--- config.mk ---
export PLATFORM = sky130hd
export DESIGN_NAME = power_saving_mode_controller
export DESIGN_NICKNAME = d
export VERILOG_FILES = /design/src/verilog/pwr_mode_pkg.sv /design/src/verilog/power_saving_mode_controller.sv
export VERILOG_INCLUDE_DIRS = /design/src /design/src/verilog
export SDC_FILE = /design/constraint.sdc
export NUM_CORES = 1
export LEC_CHECK = 0
export ABC_AREA = 1
export BUFFER_PORTS_ARGS = -buffer_cell sky130_fd_sc_hd__buf_4
export CORE_MARGIN = 2
export CORE_UTILIZATION = 45
export CTS_BUF_LIST = sky130_fd_sc_hd__clkbuf_4
export DETAILED_ROUTE_END_ITERATION = 8
export PLACE_DENSITY_LB_ADDON = 0.1
export SYNTH_ARGS = -nofsm -noshare
export SYNTH_HDL_FRONTEND = slang
export SYNTH_SLANG_ARGS = --single-unit
export TNS_END_PERCENT = 5
--- constraint.sdc ---
create_clock -name clk_sys -period 2.05 [get_ports clk_sys]
set_input_delay 0.5125 -clock clk_sys [delete_from_list [all_inputs] [get_ports clk_sys]]
set_output_delay 0.5125 -clock clk_sys [all_outputs]
set_load 0.05 [all_outputs]
--- src/verilog/pwr_mode_regs.svh ---
// Constants for the power saving mode controller
`ifndef PWR_MODE_REGS_SVH
`define PWR_MODE_REGS_SVH
// Halt opcode byte
`define HALT_OPCODE 8'h8E
// Wait-for-interrupt opcode byte
`define WFI_OPCODE 8'h8F
// Forced mask level on entry to a low power mode
`define MASK_LEVEL_ALL 2'b10
// Stabilisation delay lengths in master clock cycles
`define DELAY_SHORT_CYC 256
`define DELAY_LONG_CYC 4096
// Loaded counter values, derived from the cycle figures
`define DELAY_SHORT_LOAD 12'(`DELAY_SHORT_CYC - 1)
`define DELAY_LONG_LOAD 12'(`DELAY_LONG_CYC - 1)
// Wake source bit positions in the synchronised wake vector
`define WK_EXT_LSB 0
`define WK_EXT_W 4
`define WK_SPI 4
`define WK_ART 5
`define WK_RESET 6
`define WK_W 7
`endif

--- src/verilog/pwr_mode_pkg.sv ---
// Types for the power saving mode controller
`default_nettype none
package pwr_mode_pkg;
  // Controller states
  typedef enum logic [2:0] {
    ST_RUN,
    ST_WAIT,
    ST_ACTIVE_HALT,
    ST_HALT,
    ST_STARTUP,
    ST_HALT_REMAIN
  } pwr_state_e;
  // Clock gating and status bundle
  typedef struct packed {
    logic cpu_clk_en;
    logic periph_clk_en;
    logic timebase_clk_en;
    logic osc_enable;
    logic slow_active;
  } clk_ctrl_s;
endpackage
`default_nettype wire

--- src/verilog/power_saving_mode_controller.sv ---
// Power saving mode controller: RUN, SLOW, WAIT, SLOW-WAIT, ACTIVE-HALT, HALT
// Functional notes
// Reset selects RUN at full master clock
// Slow mode divides master clock by 2..16
// Wait during slow keeps reduced clock
// Wait stops CPU, peripherals keep running
// Wait entry forces mask level 10
// Wait ends on any interrupt or reset
// Wake service pushes condition codes first
// Halt picks HALT or ACTIVE-HALT by enable
// Active-halt exit by timebase, no delay
// Halt entry forces mask, pending wakes
// Active-halt keeps only oscillator and timebase
// Active-halt never triggers watchdog reset
// Enable cleared in delay falls into halt
// Active-halt delay only on reset exit
// Halt exit restarts oscillator, then delays
// Halt stops oscillator, CPU and peripherals
// Watchdog option decides reset or halt
// Only listed sources wake from halt
// Halt decoded from opcode 0x8E
// SPI wakes halt only in slave mode
// PWM timer wakes only with external clock
// Wake events captured and synchronised safely
`timescale 1ns/1ps
`default_nettype none
`include "pwr_mode_regs.svh"
module power_saving_mode_controller
(
  input wire logic clk_sys,
  input wire logic nrst,
  input wire logic opcode_valid,
  input wire logic [7:0] opcode,
  input wire logic slow_mode_enable,
  input wire logic [1:0] cpu_clock_prescale_sel,
  input wire logic osc_interrupt_enable,
  input wire logic delay_long_option,
  input wire logic watchdog_active,
  input wire logic watchdog_halt_option,
  input wire logic irq_pending,
  input wire logic timebase_irq,
  input wire logic [3:0] ext_wake_pin,
  input wire logic spi_irq,
  input wire logic spi_slave_mode,
  input wire logic art_irq,
  input wire logic art_ext_clk_mode,
  input wire logic reset_req_pin,
  output pwr_mode_pkg::clk_ctrl_s clk_ctrl,
  output pwr_mode_pkg::pwr_state_e state,
  output logic cc_mask_force,
  output logic [1:0] cc_mask_level,
  output logic wake_service,
  output logic sys_reset_pulse,
  output logic wdg_reset_req
);
  import pwr_mode_pkg::*;

  ////////////////////////////////////////////////////////////////////////
  // Helpers

  // Divider mask for the slow prescale select
  function automatic logic [3:0] prescale_mask(input logic [1:0] sel);
    logic [3:0] m;
    m = 4'h0;
    case (sel)
      2'd0: m = 4'h1;
      2'd1: m = 4'h3;
      2'd2: m = 4'h7;
      default: m = 4'hF;
    endcase
    return m;
  endfunction

  // Delay load value by option
  function automatic logic [11:0] delay_load(input logic long_opt);
    return long_opt ? `DELAY_LONG_LOAD : `DELAY_SHORT_LOAD;
  endfunction

  ////////////////////////////////////////////////////////////////////////
  // Wake source synchronisers

  logic [`WK_W-1:0] wk_raw; // Raw asynchronous wake sources
  logic [`WK_W-1:0] wk_meta_q; // First stage, read only by second stage
  logic [`WK_W-1:0] wk_sync_q; // Safe wake levels

  assign wk_raw = {reset_req_pin, art_irq, spi_irq, ext_wake_pin};

  // Two-stage capture; the wake clock never stops here, only gated clocks do
  always_ff @(posedge clk_sys)
  begin
    if (!nrst)
    begin
      wk_meta_q <= '0;
      wk_sync_q <= '0;
    end
    else
    begin
      wk_meta_q <= wk_raw;
      wk_sync_q <= wk_meta_q;
    end
  end

  logic ext_wake; // Any external line
  logic halt_wake; // Sources allowed to leave HALT
  logic reset_wake; // Reset request seen
  logic is_halt_op; // Halt instruction executed
  logic is_wfi_op; // Wait instruction executed

  assign ext_wake = |wk_sync_q[`WK_EXT_LSB +: `WK_EXT_W];
  // SPI only in slave mode, PWM timer only on external clock
  assign halt_wake = ext_wake
                   | (wk_sync_q[`WK_SPI] & spi_slave_mode)
                   | (wk_sync_q[`WK_ART] & art_ext_clk_mode);
  assign reset_wake = wk_sync_q[`WK_RESET];
  assign is_halt_op = opcode_valid && (opcode == `HALT_OPCODE);
  assign is_wfi_op = opcode_valid && (opcode == `WFI_OPCODE);

  ////////////////////////////////////////////////////////////////////////
  // Master clock divider

  logic [3:0] div_q; // Free divider counter
  logic slow_tick; // One-cycle enable at the slow rate

  // Divider runs on master clock
  always_ff @(posedge clk_sys)
  begin
    if (!nrst)
      div_q <= 4'h0;
    else
      div_q <= div_q + 4'h1;
  end

  assign slow_tick = (div_q & prescale_mask(cpu_clock_prescale_sel))
                   == prescale_mask(cpu_clock_prescale_sel);

  ////////////////////////////////////////////////////////////////////////
  // Mode state machine

  pwr_state_e state_q; // Current mode
  pwr_state_e state_d; // Next mode
  logic [11:0] dly_q; // Stabilisation delay counter
  logic guard_q; // Post active-halt delay window open
  logic rst_pend_q; // Startup ends in a reset, not a service
  logic enter_low; // Entering a low power mode this cycle
  logic dly_done; // Delay counter exhausted

  assign dly_done = (dly_q == 12'h000);

  // Next state
  always_comb
  begin
    state_d = state_q;
    case (state_q)
      ST_RUN:
      begin
        if (guard_q && !osc_interrupt_enable)
          state_d = ST_HALT_REMAIN;
        else if (is_wfi_op)
          state_d = ST_WAIT;
        else if (is_halt_op && osc_interrupt_enable)
          state_d = ST_ACTIVE_HALT;
        else if (is_halt_op && !(watchdog_active && watchdog_halt_option))
          state_d = ST_HALT;
      end
      ST_WAIT:
        if (irq_pending || halt_wake || timebase_irq || reset_wake)
          state_d = ST_RUN;
      ST_ACTIVE_HALT:
        if (reset_wake)
          state_d = ST_STARTUP;
        else if (timebase_irq)
          state_d = ST_RUN;
      ST_HALT:
        if (reset_wake || halt_wake)
          state_d = ST_STARTUP;
      ST_STARTUP:
        if (dly_done)
          state_d = ST_RUN;
      ST_HALT_REMAIN:
        if (dly_done)
          state_d = ST_RUN;
      default:
        state_d = ST_RUN;
    endcase
  end

  // State register
  always_ff @(posedge clk_sys)
  begin
    if (!nrst)
      state_q <= ST_RUN;
    else
      state_q <= state_d;
  end

  assign enter_low = (state_q == ST_RUN)
                  && (state_d inside {ST_WAIT, ST_ACTIVE_HALT, ST_HALT});

  // Delay counter and active-halt guard window
  always_ff @(posedge clk_sys)
  begin
    if (!nrst)
    begin
      dly_q <= 12'h000;
      guard_q <= 1'b0;
    end
    else if (state_q != ST_STARTUP && state_d == ST_STARTUP)
    begin
      dly_q <= delay_load(delay_long_option);
      guard_q <= 1'b0;
    end
    else if (state_q == ST_ACTIVE_HALT && state_d == ST_RUN)
    begin
      // CPU resumes at once; counter only times the guard
      dly_q <= delay_load(delay_long_option);
      guard_q <= 1'b1;
    end
    else
    begin
      if (!dly_done)
        dly_q <= dly_q - 12'h001;
      if (dly_done || state_q != ST_RUN)
        guard_q <= 1'b0;
    end
  end

  // Reset-exit memory for the startup delay
  always_ff @(posedge clk_sys)
  begin
    if (!nrst)
      rst_pend_q <= 1'b0;
    else if (state_q inside {ST_HALT, ST_ACTIVE_HALT} && state_d == ST_STARTUP)
      rst_pend_q <= reset_wake;
    else if (state_q == ST_STARTUP && dly_done)
      rst_pend_q <= 1'b0;
  end

  ////////////////////////////////////////////////////////////////////////
  // Clock gating outputs

  clk_ctrl_s clk_q; // Registered gating bundle
  clk_ctrl_s clk_d; // Next gating bundle

  // Gating per next mode
  always_comb
  begin
    clk_d = '0;
    clk_d.slow_active = slow_mode_enable;
    case (state_d)
      ST_RUN:
      begin
        clk_d.cpu_clk_en = slow_mode_enable ? slow_tick : 1'b1;
        clk_d.periph_clk_en = slow_mode_enable ? slow_tick : 1'b1;
        clk_d.timebase_clk_en = 1'b1;
        clk_d.osc_enable = 1'b1;
      end
      ST_WAIT:
      begin
        // Peripherals live on, slow rate kept if selected
        clk_d.periph_clk_en = slow_mode_enable ? slow_tick : 1'b1;
        clk_d.timebase_clk_en = 1'b1;
        clk_d.osc_enable = 1'b1;
      end
      ST_ACTIVE_HALT:
      begin
        clk_d.timebase_clk_en = 1'b1;
        clk_d.osc_enable = 1'b1;
      end
      ST_STARTUP:
        clk_d.osc_enable = 1'b1;
      default:
        clk_d.osc_enable = 1'b0;
    endcase
  end

  // Gating register
  always_ff @(posedge clk_sys)
  begin
    if (!nrst)
      clk_q <= '{cpu_clk_en: 1'b1, periph_clk_en: 1'b1, timebase_clk_en: 1'b1,
                 osc_enable: 1'b1, slow_active: 1'b0};
    else
      clk_q <= clk_d;
  end

  ////////////////////////////////////////////////////////////////////////
  // CPU side pulses

  logic mask_q; // Mask force pulse
  logic wake_q; // Service request pulse
  logic rst_q; // Reset vector request pulse
  logic wdg_q; // Watchdog reset request pulse
  logic leave_run; // Returning to RUN from a low power mode

  assign leave_run = (state_q != ST_RUN) && (state_d == ST_RUN);

  // Mask force on entry to wait or halt modes
  always_ff @(posedge clk_sys)
  begin
    if (!nrst)
      mask_q <= 1'b0;
    else
      mask_q <= enter_low;
  end

  // Service request: CPU pushes condition codes then loads priority
  always_ff @(posedge clk_sys)
  begin
    if (!nrst)
      wake_q <= 1'b0;
    else
      wake_q <= leave_run && !reset_wake && !rst_pend_q;
  end

  // Reset vector fetch request
  always_ff @(posedge clk_sys)
  begin
    if (!nrst)
      rst_q <= 1'b0;
    else
      rst_q <= (state_q == ST_WAIT && reset_wake)
            || (state_q == ST_STARTUP && dly_done && rst_pend_q);
  end

  // Watchdog reset on halt when the option forbids halting
  always_ff @(posedge clk_sys)
  begin
    if (!nrst)
      wdg_q <= 1'b0;
    else
      wdg_q <= (state_q == ST_RUN) && !guard_q && is_halt_op && !is_wfi_op
            && !osc_interrupt_enable && watchdog_active && watchdog_halt_option;
  end

  assign clk_ctrl = clk_q;
  assign state = state_q;
  assign cc_mask_force = mask_q;
  assign cc_mask_level = `MASK_LEVEL_ALL;
  assign wake_service = wake_q;
  assign sys_reset_pulse = rst_q;
  assign wdg_reset_req = wdg_q;

  logic [11:0] su_cnt_q; // Cycles spent so far in startup
  logic su_long_q; // Delay option seen at startup entry

  // Independent tally of the startup stay; too long for a repetition
  always_ff @(posedge clk_sys)
  begin
    if (!nrst)
    begin
      su_cnt_q <= 12'h000;
      su_long_q <= 1'b0;
    end
    else if (state_q != ST_STARTUP)
    begin
      su_cnt_q <= 12'h000;
      su_long_q <= delay_long_option;
    end
    else
      su_cnt_q <= su_cnt_q + 12'h001;
  end
endmodule
`default_nettype wire

Word level (Yosys, flattened, before mapping)
Index checks and enable logic that the tools add are counted.
Widths: inputs -> output; s select.
- multiplexer cells: 24
- bitwise gates (word level): 6
- equality and inequality tests: 16
- $add $sub $neg: 2
- reductions and logical operators: 49
- operator list (operator ; number):
    $mux 12 ; 4
    $mux 3 ; 9
    $logic_and 1x1->1 ; 22
    $eq 8x8->1 const B ; 2
    $pmux 3 s5 ; 1
    $eq 3x2->1 const B ; 4
    $logic_not 12->1 ; 1
    $pmux 4 s3 ; 1
    $sub 12x1->12 const B ; 1
    $eq 3x3->1 const B ; 3
    $mux 1 ; 9
    $reduce_or 4->1 ; 2
    $eq 3x1->1 const B ; 2
    $logic_not 1->1 ; 6
    $logic_not 3->1 ; 2
    $logic_or 1x1->1 ; 6
    $reduce_bool 2->1 ; 3
    $reduce_bool 3->1 ; 2
    $reduce_or 2->1 ; 3
    $add 4x1->4 const B ; 1
    $and 4x4->4 ; 1
    $eq 4x4->1 ; 1
    $ne 3x1->1 const B ; 1
    $ne 3x3->1 const B ; 1
    7 further kinds ; 9
- output and inout port bits: 14
- input port bits: 29
- logic and storage cells: 113
- register bits after elaboration: 44

Longest topological paths before layout
- word-level depth: 12
- depth in mapped cells: 18
- mapped depth without buffers: 18

Least setup slack after synthesis
No wires, ideal clock.
- path type: flip-flop to flip-flop
- from: register state_q[0], in the netlist state[0]
- to: register dly_q[9]
- required time: 1936 ps
- setup time: 114 ps
- path buffers: 1
- arrival: 1915 ps
- period minus slack after synthesis: 2029 ps
- setup slack: 21 ps
- stages on the path, launching flop included: 13
- path through: dfxtp_1 > inv_1 > nand2_1 > nor3_1 > a21oi_1 > nand2_4 > nor2_8 > o211ai_4 > buf_6 > nand2_2 > nand2_1 > nor2_1 > nor2_1
- longest elaborated chain between the ends: 9
- elaborated cells between the ends (all ways): 25
- classes of those cells: eq/ne: 8; mux: 12; reduce/logical: 5
- RTL lines (what ; RTL line ; text):
    from (decl) ; power_saving_mode_controller.sv:139 ; pwr_state_e state_q;
    from (signal assigned) ; power_saving_mode_controller.sv:193 ; state_q <= state_d;
    $mux 3 ; power_saving_mode_controller.sv:162 ; else if (is_halt_op && !(watchdog_active && watchdog_halt_option))
    $mux 3 ; power_saving_mode_controller.sv:160 ; else if (is_halt_op && osc_interrupt_enable)
    $mux 3 ; power_saving_mode_controller.sv:158 ; else if (is_wfi_op)
    $mux 3 ; power_saving_mode_controller.sv:156 ; if (guard_q && !osc_interrupt_enable)
    $pmux 3 s5 ; power_saving_mode_controller.sv:153 ; case (state_q)
    $logic_not 3->1 ; power_saving_mode_controller.sv:212 ; else if (state_q == ST_ACTIVE_HALT && state_d == ST_RUN)
    $logic_and 1x1->1 ; power_saving_mode_controller.sv:212 ;
    $mux 12 ; power_saving_mode_controller.sv:212 ;
    $mux 12 ; power_saving_mode_controller.sv:207 ; else if (state_q != ST_STARTUP && state_d == ST_STARTUP)
    to (signal assigned) ; power_saving_mode_controller.sv:209 ; dly_q <= delay_load(delay_long_option);
    to (signal assigned) ; power_saving_mode_controller.sv:215 ; dly_q <= delay_load(delay_long_option);
    to (signal assigned) ; power_saving_mode_controller.sv:221 ; dly_q <= dly_q - 12'h001;
    to (decl) ; power_saving_mode_controller.sv:141 ; logic [11:0] dly_q;
Parallel ways exist; a longest one is shown, timed or not.
A chain may end at the register's enable or synchronous reset.

Worst setup path in the final report
- from: register dly_q[0]
- to: register dly_q[0]
- longest elaborated chain between the ends: 7
- elaborated cells between the ends (all ways): 12
- classes of those cells: add/sub: 1; eq/ne: 2; mux: 5; reduce/logical: 4
- RTL lines (what ; RTL line ; text):
    $logic_not 12->1 ; power_saving_mode_controller.sv:147 ; assign dly_done = (dly_q == 12'h000);
    $mux 3 ; power_saving_mode_controller.sv:177, power_saving_mode_controller.sv:180 ;
    $pmux 3 s5 ; power_saving_mode_controller.sv:153 ;
    $logic_not 3->1 ; power_saving_mode_controller.sv:212 ;
    $logic_and 1x1->1 ; power_saving_mode_controller.sv:212 ;
    $mux 12 ; power_saving_mode_controller.sv:212 ;
    $mux 12 ; power_saving_mode_controller.sv:207 ;
Parallel ways exist; a longest one is shown, timed or not. The select of a mux whose other input is x is not followed.

==> impl_metrics.yaml <==
drt:
  postRouteWirelength_um: 4330
  drcViolationCount: 0
  post_drt_via_cell_ratio: 4.73
  first_iter_violations: 123
  num_vias: 1831
  drtPass1Iterations: 4
  route.detailed.wl_per_inst_um: 11.2
  drt.antenna.violating_nets: 0
synth:
  yosys-top-cells-area: "sky130_fd_sc_hd__dfxtp_1, sky130_fd_sc_hd__nand2_1, sky130_fd_sc_hd__inv_1, sky130_fd_sc_hd__nor2_1, sky130_fd_sc_hd__a21oi_1"
  synth-warning-count: 0
  synthDominantCellAreaShare_pct: 42.2
  synth_flop_cell: "sky130_fd_sc_hd__dfxtp_1"
  synthDistinctLibCells: 35
  synth_area_um2: 2090
  yosys_register_bits: 44
  synth-seq-area-share_pct: 42.2
  post-synth-top-area-cell: "sky130_fd_sc_hd__dfxtp_1"
  postSynthAreaPerCell_um2: 7.46
  postSynthNetCount: 311
  synth.most_common_cell: "sky130_fd_sc_hd__nand2_1"
  synth-edff-count: 0
  synth_async_sr_flop_share_pct: 0
  cell_types_with_the_highest_counts_after_synthesis: "sky130_fd_sc_hd__nand2_1, sky130_fd_sc_hd__inv_1, sky130_fd_sc_hd__dfxtp_1, sky130_fd_sc_hd__nor2_1"
  synthCells: 280
final_layout:
  area_growth_syn_to_layout_pct: 26.4
  instances_no_fill: 387
  design_area_um2: 2640
  final_nets: 365
  num_antenna_cells: 0
  final_layout_size_suffix_gt1_share_pct: 29.6
global_routing:
  grt_ovf: 0
  maximum_number_of_pins_on_one_net_before_global_route_repair: 26
  globalRouteTotalUtil_pct: 18.1
  antenna_found_initial: 0
  grt_first_pass_wirelength_um: 7360
  vias_in_the_first_global_route: 1737
power_and_ir_drop:
  switchingPower_mw: 1.15
  power.share.clock_pct: 19.0
  power_per_cell_area_nw_per_um2: 1130
  total_leakage_power_nw: 1.34
  vdd_drop_max_uv: 514
  sw_frac_of_total_pct: 38.7
  pwr-share-seq_pct: 37.1
  comb_power_share_pct: 43.9
  intPower_mw: 1.83
sta:
  final.min_clock_period_ps: 1940
  finalSetupViolCount: 0
  final-max-slew-violation-count: 0
  final_hold_fails: 0
  fin_ws_ps: 113
  timing.fmax_mhz: 516
  worst_hold_slack_ps: 315
  fin_setup_tns_ps: 0
  min_period_over_period_pct: 94.5
  skew_ps: 6.35
  setup_repair_after_global_routing_missed_its_margin: "true"
critical_path:
  cp.required_ps: 2340
  cp_cell_sequence: "inv_2 > ha_4 > inv_4 > nor2_4 > nand2_4 > nor2_8 > nand2_4 > nand2_2 > nand2_2 > inv_4 > nand2_4 > nor2_8 > o211ai_4 > buf_4 > a31oi_1"
  crit_path_frequent_cell: "sky130_fd_sc_hd__nand2_4"
  critical_path.max_fanout: 8
  setup.worst_path.class: "flip-flop to flip-flop"
  worst_setup_path_end_kind: "flip-flop"
  critPathArrivalTime_ps: 2230
  crit_slowest_cell: "sky130_fd_sc_hd__dfxtp_2"
  crit_path_max_incr_delay_ps: 350
  timing.critical_path.from_type: "flip-flop"
clock_network:
  clock_sink_count: 44
  clock_insertion_delay_worst_skew_ps: 360
  cts_root_buf: "sky130_fd_sc_hd__clkbuf_4"
  maximum_level_of_the_cts_h_tree: 2
  cts_inserted_buffers: 5
  cts_max_path_buffers: 2
  cts_hold_repair.buffers: 0
  cts_tree: "yes"
  path_clk_slew_ps: 140
placed_design:
  place_worst_setup_slack_ps: 5.02
  portBuffers: 40
  detailed_place_hpwl_um: 3190
  postPlaceCellArea_um2: 2450
  numPlacedInstances: 370
  gp_congestion: 0.840
die:
  die-area_um2: 5200
  fp-row-count: 24
  number_of_top_level_pins: 43
  die_w_um: 72.1
  dieHeight_um: 72.1
  core-area_um2: 4410
  start_util_pct: 47.3
hold_path:
  min_path_type: "input pin to flip-flop"
flow_run:
  cap_viol_max_count: 0
outcome:
  run_status: "finished, final reports clean"
kinds of logic after synthesis:
logic type / count (synthesis) / share of synthesized area, %
XOR/XNOR: 4 / 1.68
buffers and inverters: 58 / 11.2
AO/OA/AOI/OAI: 36 / 10.2
adder cells (fa/ha/maj): 2 / 1.20
flip-flops: 44 / 42.2
AND/OR/NAND/NOR: 134 / 33.1
other: 2 / 0.360
cells in the final DEF (no fill, tap or decap), drive strengths merged, types with 2 or more instances in the layout:
cell type / instances
o21ai: 14
clkbuf: 5
buf: 54
dfxtp: 44
nor3: 10
nor2: 36
ha: 2
xor2: 3
nand4: 7
nor4: 2
conb: 2
a21oi: 14
inv: 51
nand3: 16
o31ai: 2
nand2: 63
a31oi: 3
power by group through the flow:
stage / Combinational (mW) / Sequential [mW] / Clock (mW)
2_1_floorplan: 0.883 / 1.11 / 0
3_3_place_gp: 1.14 / 1.11 / 0
3_5_place_dp: 1.15 / 1.12 / 0
4_1_cts: 1.16 / 1.10 / 0.578
5_1_grt: 1.50 / 1.12 / 0.615
6_report: 1.31 / 1.11 / 0.565
final cells by class:
class	count	area, um^2
fillers	411	1770
multi-input cells	178	1010
flip-flops and latches	44	883
repair buffers	54	405
inverters	51	196
well taps	52	65.1
clock inverters	3	46.3
clock buffers	5	37.5
worst max-delay path: cells and delay by family, from the launching register on:
kind	cells	cell delay (ps)
simple gates	8	770
buf+inv	4	350
compound gates	2	260
flops	1	350
fa+ha+maj	1	130
sequential cells by signal, summed over array words and instances (netlist names), 3 cells and up:
| signal | count |
|---|---|
| clk_ctrl | 5 |
| dly_q | 12 |
| wk_sync_q | 7 |
| state | 3 |
| wk_meta_q | 7 |
| div_q | 4 |
metal layers:
metal  vias to the layer above  share of wire [%]  wire, um  track usage (%)
met1                       799                 48      2060             22.7
met3                         9                4.4       189             4.72
met5                         -                  0         0                0
met2                        40                 46      1970             29.4
li1                        983                  -         -                -
met4                         0                2.4       103             7.97
final timing paths:
| path | start | endpoint | slack [ps] | cells past startpoint |
|---|---|---|---|---|
| max | dly_q[0] | dly_q[0] | 110 | 15 |
| min | reset_req_pin | wk_meta_q[6] | 310 | 3 |
| max reg2reg | dly_q[0] | dly_q[0] | 110 | 15 |
| min reg2reg | wk_meta_q[0] | wk_sync_q[0] | 420 | 2 |
stage by stage:
step                      power (mW)  util [%]
after floorplan                 1.99         -
after global placement          2.25      55.5
after detailed placement        2.26      55.5
after CTS                       2.83      57.4
after global routing            3.23      59.8
final                           2.98      59.8
repair_timing:
action                     4_1_cts  5_1_grt
hold endpoints to repair         0        0
gates resized for setup          0       17
setup endpoints to repair        0        7
setup buffers                    0        9
(Power assumes the default switching activity.)
